## src/hw/gpio_pkg.sv

```systemverilog
// package of register offsets, widths and reset values for the parallel port block
// assumes a classic wishbone slave with 32-bit data and byte-address words
package gpio_pkg;
  localparam int unsigned WIDE_W   = 8;
  localparam int unsigned SHARED_W = 6;
  localparam int unsigned ADDR_W   = 10;
  // printed offsets are register indices; byte address is four times the index
  localparam logic [7:0] IDX_A_DATA  = 8'h00;
  localparam logic [7:0] IDX_B_DATA  = 8'h01;
  localparam logic [7:0] IDX_A_DIR   = 8'h04;
  localparam logic [7:0] IDX_B_DIR   = 8'h05;
  localparam logic [7:0] IDX_D_DATA  = 8'h30;
  localparam logic [7:0] IDX_D_DIR   = 8'h31;
  localparam logic [7:0] IDX_D_MODE  = 8'h32;
  localparam logic [7:0] IDX_D_SEL   = 8'h33;
  localparam logic [7:0] DIR_RST     = 8'h00;
  localparam logic [5:0] SHARED_RST  = 6'h00;
  // shared port line positions of the alternate functions
  localparam int unsigned POS_CAP_ONE = 0;
  localparam int unsigned POS_CMP_ONE = 1;
  localparam int unsigned POS_CAP_TWO = 2;
  localparam int unsigned POS_CMP_TWO = 3;
  localparam int unsigned POS_I2C_DAT = 4;
  localparam int unsigned POS_I2C_CLK = 5;
endpackage

```

## src/hw/parallel_io_ports.sv

```systemverilog
// top of the parallel port block: two 8-line ports, one 6-line shared port, wishbone slave
// assumes pins are synchronous to clk_i and the timer and i2c units sit beside it
//
// Behaviour
// - twenty-two lines: two eight-bit, one six-bit port
// - direction one drives output, zero is input
// - reset clears every direction register to zero
// - reset leaves output latches unchanged
// - write with direction zero updates latch only
// - write with direction one drives new value
// - read of input line returns pin level
// - read of output line returns latch
// - direction registers read back last written value
// - direction and mode bits pick pull-up, open-drain
// - select bit hands pin to timer or i2c
// - line five is i2c clock, always open-drain
// - line four is i2c data, always open-drain
// - line three outputs second compare, mode chooses drain
// - line one outputs first compare, mode chooses drain
// - line two feeds second capture, pull-up mode clear
// - line zero feeds first capture, pull-up mode clear
// - clear select bit gives ordinary general-purpose line
module parallel_io_ports (
  input  wire logic                            clk_i,                   // system clock
  input  wire logic                            rstn_i,                  // async reset, active low
  input  wire logic                            cyc_i,                   // wishbone cycle
  input  wire logic                            stb_i,                   // wishbone strobe
  input  wire logic                            we_i,                    // wishbone write
  input  wire logic [gpio_pkg::ADDR_W-1:0]     adr_i,                   // wishbone byte address
  input  wire logic [3:0]                      sel_i,                   // wishbone byte select
  input  wire logic [31:0]                     dat_i,                   // wishbone write data
  output logic      [31:0]                     dat_o,                   // wishbone read data
  output logic                                 ack_o,                   // wishbone acknowledge
  input  wire logic [gpio_pkg::WIDE_W-1:0]     first_port_i,            // first port pin levels
  output logic      [gpio_pkg::WIDE_W-1:0]     first_port_o,            // first port drive values
  output logic      [gpio_pkg::WIDE_W-1:0]     first_port_oe_o,         // first port drive enables
  input  wire logic [gpio_pkg::WIDE_W-1:0]     second_port_i,           // second port pin levels
  output logic      [gpio_pkg::WIDE_W-1:0]     second_port_o,           // second port drive values
  output logic      [gpio_pkg::WIDE_W-1:0]     second_port_oe_o,        // second port drive enables
  input  wire logic [gpio_pkg::SHARED_W-1:0]   shared_port_i,           // shared port pin levels
  output logic      [gpio_pkg::SHARED_W-1:0]   shared_port_o,           // shared port drive values
  output logic      [gpio_pkg::SHARED_W-1:0]   shared_port_oe_o,        // shared port drive enables
  output logic      [gpio_pkg::SHARED_W-1:0]   shared_port_pull_en_o,   // shared port pull-up enables
  input  wire logic                            timer_compare_out_one_i, // first compare from timer
  input  wire logic                            timer_compare_out_two_i, // second compare from timer
  output logic                                 timer_capture_in_one_o,  // first capture to timer
  output logic                                 timer_capture_in_two_o,  // second capture to timer
  input  wire logic                            i2c_clock_pin_i,         // i2c clock drive, 0 pulls low
  input  wire logic                            i2c_data_pin_i,          // i2c data drive, 0 pulls low
  output logic                                 i2c_clock_pin_o,         // i2c clock line level
  output logic                                 i2c_data_pin_o           // i2c data line level
);
  localparam int unsigned SW = gpio_pkg::SHARED_W;

  // wishbone decode: printed offsets are indices, word address = index
  wire       req      = cyc_i & stb_i & ~ack_o;
  wire [7:0] idx      = adr_i[9:2];
  wire       wr       = req & we_i & sel_i[0];
  wire       hit_a_d  = idx == gpio_pkg::IDX_A_DATA;
  wire       hit_b_d  = idx == gpio_pkg::IDX_B_DATA;
  wire       hit_a_r  = idx == gpio_pkg::IDX_A_DIR;
  wire       hit_b_r  = idx == gpio_pkg::IDX_B_DIR;
  wire       hit_d_d  = idx == gpio_pkg::IDX_D_DATA;
  wire       hit_d_r  = idx == gpio_pkg::IDX_D_DIR;
  wire       hit_d_m  = idx == gpio_pkg::IDX_D_MODE;
  wire       hit_d_s  = idx == gpio_pkg::IDX_D_SEL;

  logic [7:0] a_lat, a_dir, a_rd, b_lat, b_dir, b_rd;

  // the two wide ports share one structure
  std_port_line #(.WIDTH(gpio_pkg::WIDE_W)) u_first (
    .clk_i    (clk_i),
    .rstn_i   (rstn_i),
    .we_lat_i (wr & hit_a_d),
    .we_dir_i (wr & hit_a_r),
    .wdata_i  (dat_i[7:0]),
    .pin_i    (first_port_i),
    .pin_o    (first_port_o),
    .pin_oe_o (first_port_oe_o),
    .lat_o    (a_lat),
    .dir_o    (a_dir),
    .rd_o     (a_rd)
  );

  std_port_line #(.WIDTH(gpio_pkg::WIDE_W)) u_second (
    .clk_i    (clk_i),
    .rstn_i   (rstn_i),
    .we_lat_i (wr & hit_b_d),
    .we_dir_i (wr & hit_b_r),
    .wdata_i  (dat_i[7:0]),
    .pin_i    (second_port_i),
    .pin_o    (second_port_o),
    .pin_oe_o (second_port_oe_o),
    .lat_o    (b_lat),
    .dir_o    (b_dir),
    .rd_o     (b_rd)
  );

  // shared port registers; latch keeps its value over reset
  logic [SW-1:0] shared_port_latch_ff;
  logic [SW-1:0] shared_port_direction_ff;
  logic [SW-1:0] shared_port_pin_mode_ff;
  logic [SW-1:0] shared_port_function_select_ff;

  always_ff @(posedge clk_i) begin
    if (wr & hit_d_d) shared_port_latch_ff <= dat_i[SW-1:0];
  end

  always_ff @(posedge clk_i or negedge rstn_i) begin
    if (!rstn_i) begin
      shared_port_direction_ff       <= gpio_pkg::SHARED_RST;
      shared_port_pin_mode_ff        <= gpio_pkg::SHARED_RST;
      shared_port_function_select_ff <= gpio_pkg::SHARED_RST;
    end else begin
      if (wr & hit_d_r) shared_port_direction_ff <= dat_i[SW-1:0];
      if (wr & hit_d_m) shared_port_pin_mode_ff <= dat_i[SW-1:0];
      if (wr & hit_d_s) shared_port_function_select_ff <= dat_i[SW-1:0];
    end
  end

  // per-line alternate function description
  wire [SW-1:0] alt_out = 6'h3a; // lines 1,3,4,5 drive
  wire [SW-1:0] alt_od  = 6'h30; // lines 4,5 always open-drain
  wire [SW-1:0] alt_val = {i2c_clock_pin_i, i2c_data_pin_i, timer_compare_out_two_i,
                           1'b1, timer_compare_out_one_i, 1'b1};

  genvar g;
  generate
    for (g = 0; g < SW; g++) begin : g_shared
      shared_pin_cell u_cell (
        .sel_i     (shared_port_function_select_ff[g]),
        .dir_i     (shared_port_direction_ff[g]),
        .mode_i    (shared_port_pin_mode_ff[g]),
        .lat_i     (shared_port_latch_ff[g]),
        .alt_out_i (alt_out[g]),
        .alt_od_i  (alt_od[g]),
        .alt_val_i (alt_val[g]),
        .pin_o     (shared_port_o[g]),
        .pin_oe_o  (shared_port_oe_o[g]),
        .pull_en_o (shared_port_pull_en_o[g])
      );
    end
  endgenerate

  // capture and i2c receive the pin level; unselected capture idles low, unselected i2c idles high
  wire [SW-1:0] fsel = shared_port_function_select_ff;
  assign timer_capture_in_one_o = fsel[gpio_pkg::POS_CAP_ONE] ? shared_port_i[gpio_pkg::POS_CAP_ONE] : 1'b0;
  assign timer_capture_in_two_o = fsel[gpio_pkg::POS_CAP_TWO] ? shared_port_i[gpio_pkg::POS_CAP_TWO] : 1'b0;
  assign i2c_clock_pin_o = fsel[gpio_pkg::POS_I2C_CLK] ? shared_port_i[gpio_pkg::POS_I2C_CLK] : 1'b1;
  assign i2c_data_pin_o  = fsel[gpio_pkg::POS_I2C_DAT] ? shared_port_i[gpio_pkg::POS_I2C_DAT] : 1'b1;

  // shared data read-back: output lines give the latch, others the pin
  wire [SW-1:0] d_rd = (shared_port_direction_ff & shared_port_latch_ff)
                     | (~shared_port_direction_ff & shared_port_i);

  wire [7:0] rd_mux = hit_a_d ? a_rd :
                      hit_b_d ? b_rd :
                      hit_a_r ? a_dir :
                      hit_b_r ? b_dir :
                      hit_d_d ? {2'b00, d_rd} :
                      hit_d_r ? {2'b00, shared_port_direction_ff} :
                      hit_d_m ? {2'b00, shared_port_pin_mode_ff} :
                      hit_d_s ? {2'b00, shared_port_function_select_ff} : 8'h00;

  // one-wait-state slave: ack one cycle after the request, read data registered
  always_ff @(posedge clk_i or negedge rstn_i) begin
    if (!rstn_i) begin
      ack_o <= 1'b0;
      dat_o <= 32'h0000_0000;
    end else begin
      ack_o <= req;
      dat_o <= {24'h00_0000, rd_mux};
    end
  end

  wire unused_lat = ^{a_lat, b_lat, sel_i[3:1], dat_i[31:8], adr_i[1:0]};
endmodule

```

## src/hw/shared_pin_cell.sv

```systemverilog
// one line of the shared port: picks drive, open-drain and pull-up from select, direction and mode
// assumes the alternate unit gives a drive value and whether it needs open-drain forcing
module shared_pin_cell (
  input  wire logic sel_i,      // function select bit
  input  wire logic dir_i,      // direction bit
  input  wire logic mode_i,     // pin mode bit
  input  wire logic lat_i,      // latch bit
  input  wire logic alt_out_i,  // alternate function drives this line
  input  wire logic alt_od_i,   // alternate function is always open-drain
  input  wire logic alt_val_i,  // alternate drive value
  output logic      pin_o,      // pin drive value
  output logic      pin_oe_o,   // pin drive enable
  output logic      pull_en_o   // pull-up enable
);
  wire gp_oe   = dir_i & (~mode_i | ~lat_i);
  wire alt_od  = alt_od_i | mode_i;
  wire alt_oe  = alt_out_i & (~alt_od | ~alt_val_i);
  assign pin_oe_o  = sel_i ? alt_oe : gp_oe;
  assign pin_o     = sel_i ? (alt_od ? 1'b0 : alt_val_i) : (mode_i ? 1'b0 : lat_i);
  // pull-up only with mode bit clear and direction bit clear, or on a capture input; compare lines never get it
  assign pull_en_o = ~mode_i & (sel_i ? (alt_od_i ? ~dir_i : ~alt_out_i) : ~dir_i);
endmodule

```

## src/hw/std_port_line.sv

```systemverilog
// one general-purpose port of WIDTH lines: latch, direction, pin drive and read-back
// assumes write strobes come from the bus slave and pins are synchronous inputs
module std_port_line #(
  parameter int unsigned WIDTH = 8
) (
  input  wire logic             clk_i,     // system clock
  input  wire logic             rstn_i,    // async reset, active low
  input  wire logic             we_lat_i,  // write latch strobe
  input  wire logic             we_dir_i,  // write direction strobe
  input  wire logic [WIDTH-1:0] wdata_i,   // write data
  input  wire logic [WIDTH-1:0] pin_i,     // pin level
  output logic      [WIDTH-1:0] pin_o,     // pin drive value
  output logic      [WIDTH-1:0] pin_oe_o,  // pin drive enable
  output logic      [WIDTH-1:0] lat_o,     // latch contents
  output logic      [WIDTH-1:0] dir_o,     // direction register
  output logic      [WIDTH-1:0] rd_o       // data read-back
);
  logic [WIDTH-1:0] lat_ff;
  logic [WIDTH-1:0] dir_ff;

  // latch is not reset so its contents survive reset
  always_ff @(posedge clk_i) begin
    if (we_lat_i) lat_ff <= wdata_i;
  end

  always_ff @(posedge clk_i or negedge rstn_i) begin
    if (!rstn_i) dir_ff <= '0;
    else if (we_dir_i) dir_ff <= wdata_i;
  end

  assign pin_o    = lat_ff;
  assign pin_oe_o = dir_ff;
  assign rd_o     = (dir_ff & lat_ff) | (~dir_ff & pin_i);
  assign lat_o    = lat_ff;
  assign dir_o    = dir_ff;
endmodule

```

## config.mk

```make
export PLATFORM = sky130hd
export DESIGN_NAME = parallel_io_ports
export DESIGN_NICKNAME = d
export VERILOG_FILES = /design/src/hw/gpio_pkg.sv /design/src/hw/parallel_io_ports.sv /design/src/hw/shared_pin_cell.sv /design/src/hw/std_port_line.sv
export SDC_FILE = /design/constraint.sdc
export NUM_CORES = 1
export LEC_CHECK = 0
export BUFFER_PORTS_ARGS = -buffer_cell sky130_fd_sc_hd__clkbuf_2
export CORE_AREA = 2 2 87 89
export DETAILED_ROUTE_END_ITERATION = 16
export DIE_AREA = 0 0 89 91
export PLACE_DENSITY = 0.9
export SETUP_SLACK_MARGIN = 0.15
export SYNTH_ARGS = -nofsm -noshare
export SYNTH_HDL_FRONTEND = slang
export SYNTH_SLANG_ARGS = --single-unit
```

## constraint.sdc

```tcl
create_clock -name clk_i -period 5.4 [get_ports clk_i]
set_input_delay 1.08 -clock clk_i [delete_from_list [all_inputs] [get_ports clk_i]]
set_output_delay 1.08 -clock clk_i [all_outputs]
set_load 0.01 [all_outputs]
```

; ---- Yosys cells after proc, flatten, opt, wreduce, memory -nomap -nowiden
; Cells that the tools add are included.
[totals]
in_bits = 77
output_inout_bits = 87
word_cells = 123
ff_bits = 65
[op_classes]
n_eq_ne = 7
bitwise_logic = 67
reduce_logical = 1
muxes = 38
[op_table]
columns = cell, n
row1 = $and 8x8->8, 4
row2 = $eq 8x6->1 const B, 4
row3 = $mux 8, 4
row4 = $mux 1, 30
row5 = $and 1x1->1, 24
row6 = $mux 6, 4
row7 = $not 1->1, 23
row8 = $eq 8x3->1 const B, 2
row9 = $not 8->8, 2
row10 = $or 8x8->8, 2
row11 = $and 6x6->6, 2
row12 = $eq 8x1->1 const B, 1
row13 = $logic_not 8->1, 1
row14 = $or 1x1->1, 8
row15 = $not 6->6, 1
row16 = $or 6x6->6, 1

; ---- Logic depth before layout (Yosys ltp)
[logic_depth]
ltp_word = 9
mapped_depth = 6
depth_no_buf = 4

; ---- Cells and area by module
; A second synthesis with hierarchy kept.
[hier_totals]
hier_cells = 357
area_unflattened_um2 = 4115.2
[by_module_without_submodules]
columns = mod, cells_each, area_each_um2, n_inst
row1 = parallel_io_ports, 199, 2115.8, 1
row2 = std_port_line, 49, 782.0, 2
row3 = shared_pin_cell, 10, 72.6, 6

; ---- Worst setup path before layout
; No wires, ideal clock.
[synth_timing]
path_type = input to register
from = input port adr_i[5] (netlist bit)
to = register shared_port_latch_ff[0] (enable)
arrival_ns = 2.117
setup_slack_ns = 2.906
required_ns = 5.023
path_stages = 5
path_cell_list = nor2_4 and4_4 buf_6 nand2_1 nor3_1
[synth_via]
elab_chain_cells = 2
[synth_lines]
columns = element, line
row1 = "start, declared", parallel_io_ports.sv:29  ; input wire logic [gpio_pkg::ADDR_W-1:0] adr_i,
row2 = $eq 8x6->1, parallel_io_ports.sv:63  ; wire hit_d_d = idx == gpio_pkg::IDX_D_DATA;
row3 = $and 1x1->1, parallel_io_ports.sv:106  ; if (wr & hit_d_d) shared_port_latch_ff <= dat_i[SW-1:0];
row4 = "end signal, assigned", parallel_io_ports.sv:106
row5 = "end, declared", parallel_io_ports.sv:100  ; logic [SW-1:0] shared_port_latch_ff;
; Every way passes these cells.
; A chain may end at the register's enable or synchronous reset.

; ---- Final worst setup path
[layout_timing]
from = input port adr_i[2] (netlist bit)
to = register u_first.lat_ff[1] (netlist: u_first.lat_o[1]) (enable)
[layout_via]
elab_chain_cells = 2
[layout_lines]
columns = element, line
row1 = $logic_not 8->1, parallel_io_ports.sv:59  ; wire hit_a_d = idx == gpio_pkg::IDX_A_DATA;
row2 = $and 1x1->1, parallel_io_ports.sv:74  ; .we_lat_i (wr & hit_a_d),
row3 = via u_first.we_lat_i, std_port_line.sv:8  ; input wire logic we_lat_i,
row4 = "end signal, assigned", std_port_line.sv:23  ; if (we_lat_i) lat_ff <= wdata_i;
row5 = "end, declared", std_port_line.sv:18  ; logic [WIDTH-1:0] lat_ff;
; The timed path passes the listed nets, and every way through them passes these cells.

==> results by group <==
Timing
  – Final min period: 2.91 ns
  – Slew HR: 27.5%
  – Finish-stage setup viols: 0
  – Highest clock rate: 343 MHz
  – RSZ-0062 raised after global routing: false
  – Fin Setup TNS: 0 ns
  – Final period utilization: 54.0%
  – Worst-Margin Slew: 1.09 ns
  – WHS: 0.571 ns
  – Max-slew violation count: 0
  – Hold Vio Cnt, Final: 0
  – Setup Skew: 0.00430 ns

CTS
  – H-tree levels: 3
  – Max Root-Sink Buffers: 2
  – Setup Buffers After CTS: 0
  – Num CTS Buffers: 9
  – Cts hold-fix bufs: 0
  – Root Buffer: clkbuf_8
  – CTS tree: built
  – Clock Sinks: 65
  – Worst-skew pair later-pin latency: 0.33 ns
  – Post-CTS sizing: 0
  – Clk pin slew, worst setup/hold paths: 0.07 ns

Cells and area
  – Nets: 465
  – End-of-flow core utilization: 58.0%
  – Syn-to-layout area delta: 15.2%
  – Share of cells above drive strength 1: 42.5%
  – Design area: 4140 sq um
  – Non-filler cells, final: 492
  – N_diodes: 0
  – # fillers: 612

Critical path
  – Critical path class: in2reg
  – Worst path bufs/invs: 1
  – CP endpoint kind: register
  – CP Max Fanout: 19
  – Required time of the critical path: 5.36 ns
  – Type of origin of the critical path: primary input
  – Worst EP arrival: 2.87 ns
  – Max incr delay on CP: 0.78 ns
  – Critical path, cell by cell: clkbuf_2 -> nor2_2 -> nand3_1 -> nor2b_1
  – Crit-path leading delay family: simple AND/OR/NAND/NOR gates
  – Crit path max-delay cell type: nor2b_1

Synthesis
  – Post-synth ARST share: 66.2%
  – Mapped Cells: 295
  – Cell area after synthesis: 3590 sq um
  – Register area share after synthesis: 48.4%
  – Yosys cell types: 39
  – Yosys warns: 0
  – Synth Area per Inst: 12.2 sq um
  – Primary FF master, synth: dfrtp_1
  – FF+latch count, synth: 65
  – EDFF count, synth: 22

Floorplanning
  – Die Wd: 89 um
  – Die area: 8100 sq um
  – Initial Util: 50.3%
  – Row cnt: 31
  – DIE HEIGHT: 91 um
  – I/O pin count: 164
  – Core ar.: 7140 sq um

Run
  – Max Cap Viol: 0

Global routing
  – Pin count of the biggest net entering global routing: 44
  – Vias in the first global route: 2551
  – First-pass GRT wire length: 12800 um
  – Total track usage: 21.1%
  – Overflow after GRT: 0
  – Initial antenna violation count: 0

Drt
  – DRT Wirelength: 8350 um
  – Routed len/inst: 17.0 um
  – Pre-Repair DR Iteration Count: 4
  – WL met3: 444 um
  – Routed wl met2: 4140 um
  – Routed Antenna Nets: 0
  – DRC: 0
  – DRT iter0 DRCs: 109
  – Via density: 5.36
  – Via count: 2639
  – Max Used Layer: met4
  – Wl on met1: 3620 um

Power and ir drop
  – Max rail drop VDD: 0.144 mV
  – Power Dens Cells: 227 nW/um^2
  – P_leak: 2.02 nW

Placement
  – Port buffer count: 110
  – Placed cells: 476
  – Placed Area: 3980 sq um
  – HPWL reported at the end of detailed placement: 6050 um
  – RePlAce Congestion: 0.851

Worst hold path
  – Type of the most critical hold path: reg2reg

Run status
  – Status: finished clean
==> cell type report <==
cell class | instances | area [sq um] | area share (%)
Timing Repair Buffer | 110 | 551 | 13.3
Multi-Input combinational cell | 200 | 1560 | 37.6
Tap cell | 99 | 124 | 2.99
Sequential cell | 65 | 1740 | 42.0
Inverter | 2 | 7.51 | 0.181
Clock inverter | 7 | 37.5 | 0.907
Clock buffer | 9 | 124 | 2.99
==> placed cells by master (no fill, tap or decap), types with 7 or more instances in the layout <==
cell,synthesis,layout
a22o_1,12,12
a22oi_1,8,8
clkbuf_2,0,110
clkbuf_8,0,9
conb_1,1,24
dfrtp_1,43,43
edfxtp_1,22,22
mux2_1,7,7
mux2_2,25,25
mux2i_1,28,28
nand2_1,21,21
nand2b_1,9,9
nor2_1,9,9
==> registers in the layout, indices dropped and copies added (netlist names) <==
signal,cells
dat_o,8
u_first.dir_o,8
u_first.lat_o,8
u_second.dir_o,8
u_second.lat_o,8
fsel,6
shared_port_direction_ff,6
shared_port_latch_ff,6
shared_port_pin_mode_ff,6
ack_o,1
==> through the flow <==
| step | setup slack, ns | total power, mW |
|---|---|---|
| final | 2.49 | 0.939 |
| after CTS | 2.38 | 0.948 |
| after global routing | 2.30 | 0.977 |
| after floorplan | 2.91 | 0.578 |
| after detailed placement | 2.05 | 0.604 |
| after global placement | 2.13 | 0.601 |
==> logic make-up after synthesis <==
| kind of cell | count (synthesis) | share of synthesized area [%] |
|---|---|---|
| AOI/OAI and AO/OA | 42 | 9.13 |
| DFF | 65 | 48.4 |
| muxes | 66 | 20.4 |
| buffers and inverters | 53 | 10.7 |
| other | 1 | 0.104 |
| and+or+nand+nor | 68 | 11.4 |
==> metal layers <==
| metal | global-route usage, % | vias to the layer above |
|---|---|---|
| met1 | 27.6 | 1300 |
| met2 | 35.1 | 115 |
| li1 | - | 1209 |
| met5 | 0 | - |
| met3 | 4.36 | 15 |
| met4 | 6.22 | 0 |
==> cells in the mapped netlist, types with 2 or more instances <==
cell       count  share of area, %
a21oi_1        4              0.56
a211oi_1       2              0.42
and4_4         2              0.63
mux2_2        25               7.8
nor3_1         3              0.42
a221oi_1       2              0.49
and2_1         4              0.70
mux2_4         6               2.5
a22o_1        12               2.9
a22oi_1        8               1.7
buf_2          6              0.84
mux2_1         7               2.2
a31oi_1        2              0.35
inv_1          2              0.21
and3_1         4              0.70
nor3b_1        2              0.42
a21boi_0       6               1.3
nor2_1         9              0.94
nand2_1       21               2.2
mux2i_1       28               7.8
buf_4         42               8.8
nor2b_1        3              0.52
dfrtp_1       43                30
nand3_2        3              0.84
nand2b_1       9               1.6
edfxtp_1      22                18
o2111ai_1      6               1.5
==> report_power, final <==
group / total [mW] / switching (mW) / internal [mW] / leakage, nW
sequential: 0.516 / 0.00290 / 0.513 / 0.796
combinational: 0.0774 / 0.0485 / 0.0289 / 1.14
clock: 0.346 / 0.185 / 0.161 / 0.0883
total: 0.939 / 0.236 / 0.703 / 2.02
==> final timing paths <==
kind / startpoint / endpoint / slack, ns / cells after the start
min: ack_o$_DFF_PN0_ / ack_o$_DFF_PN0_ / 0.57 / 1
max in group asynchronous: rstn_i / fsel[3]$_DFFE_PN0P_ / 3.79 / 1
min in group asynchronous: rstn_i / dat_o[7]$_DFF_PN0_ / 0.94 / 1
min reg2reg: ack_o$_DFF_PN0_ / ack_o$_DFF_PN0_ / 0.57 / 1
max reg2reg: ack_o$_DFF_PN0_ / shared_port_latch_ff[3]$_DFFE_PP_ / 3.13 / 4
max: adr_i[2] / u_first.lat_o[1]$_DFFE_PP_ / 2.49 / 4
Note: power is estimated with default switching activity, not from simulation.
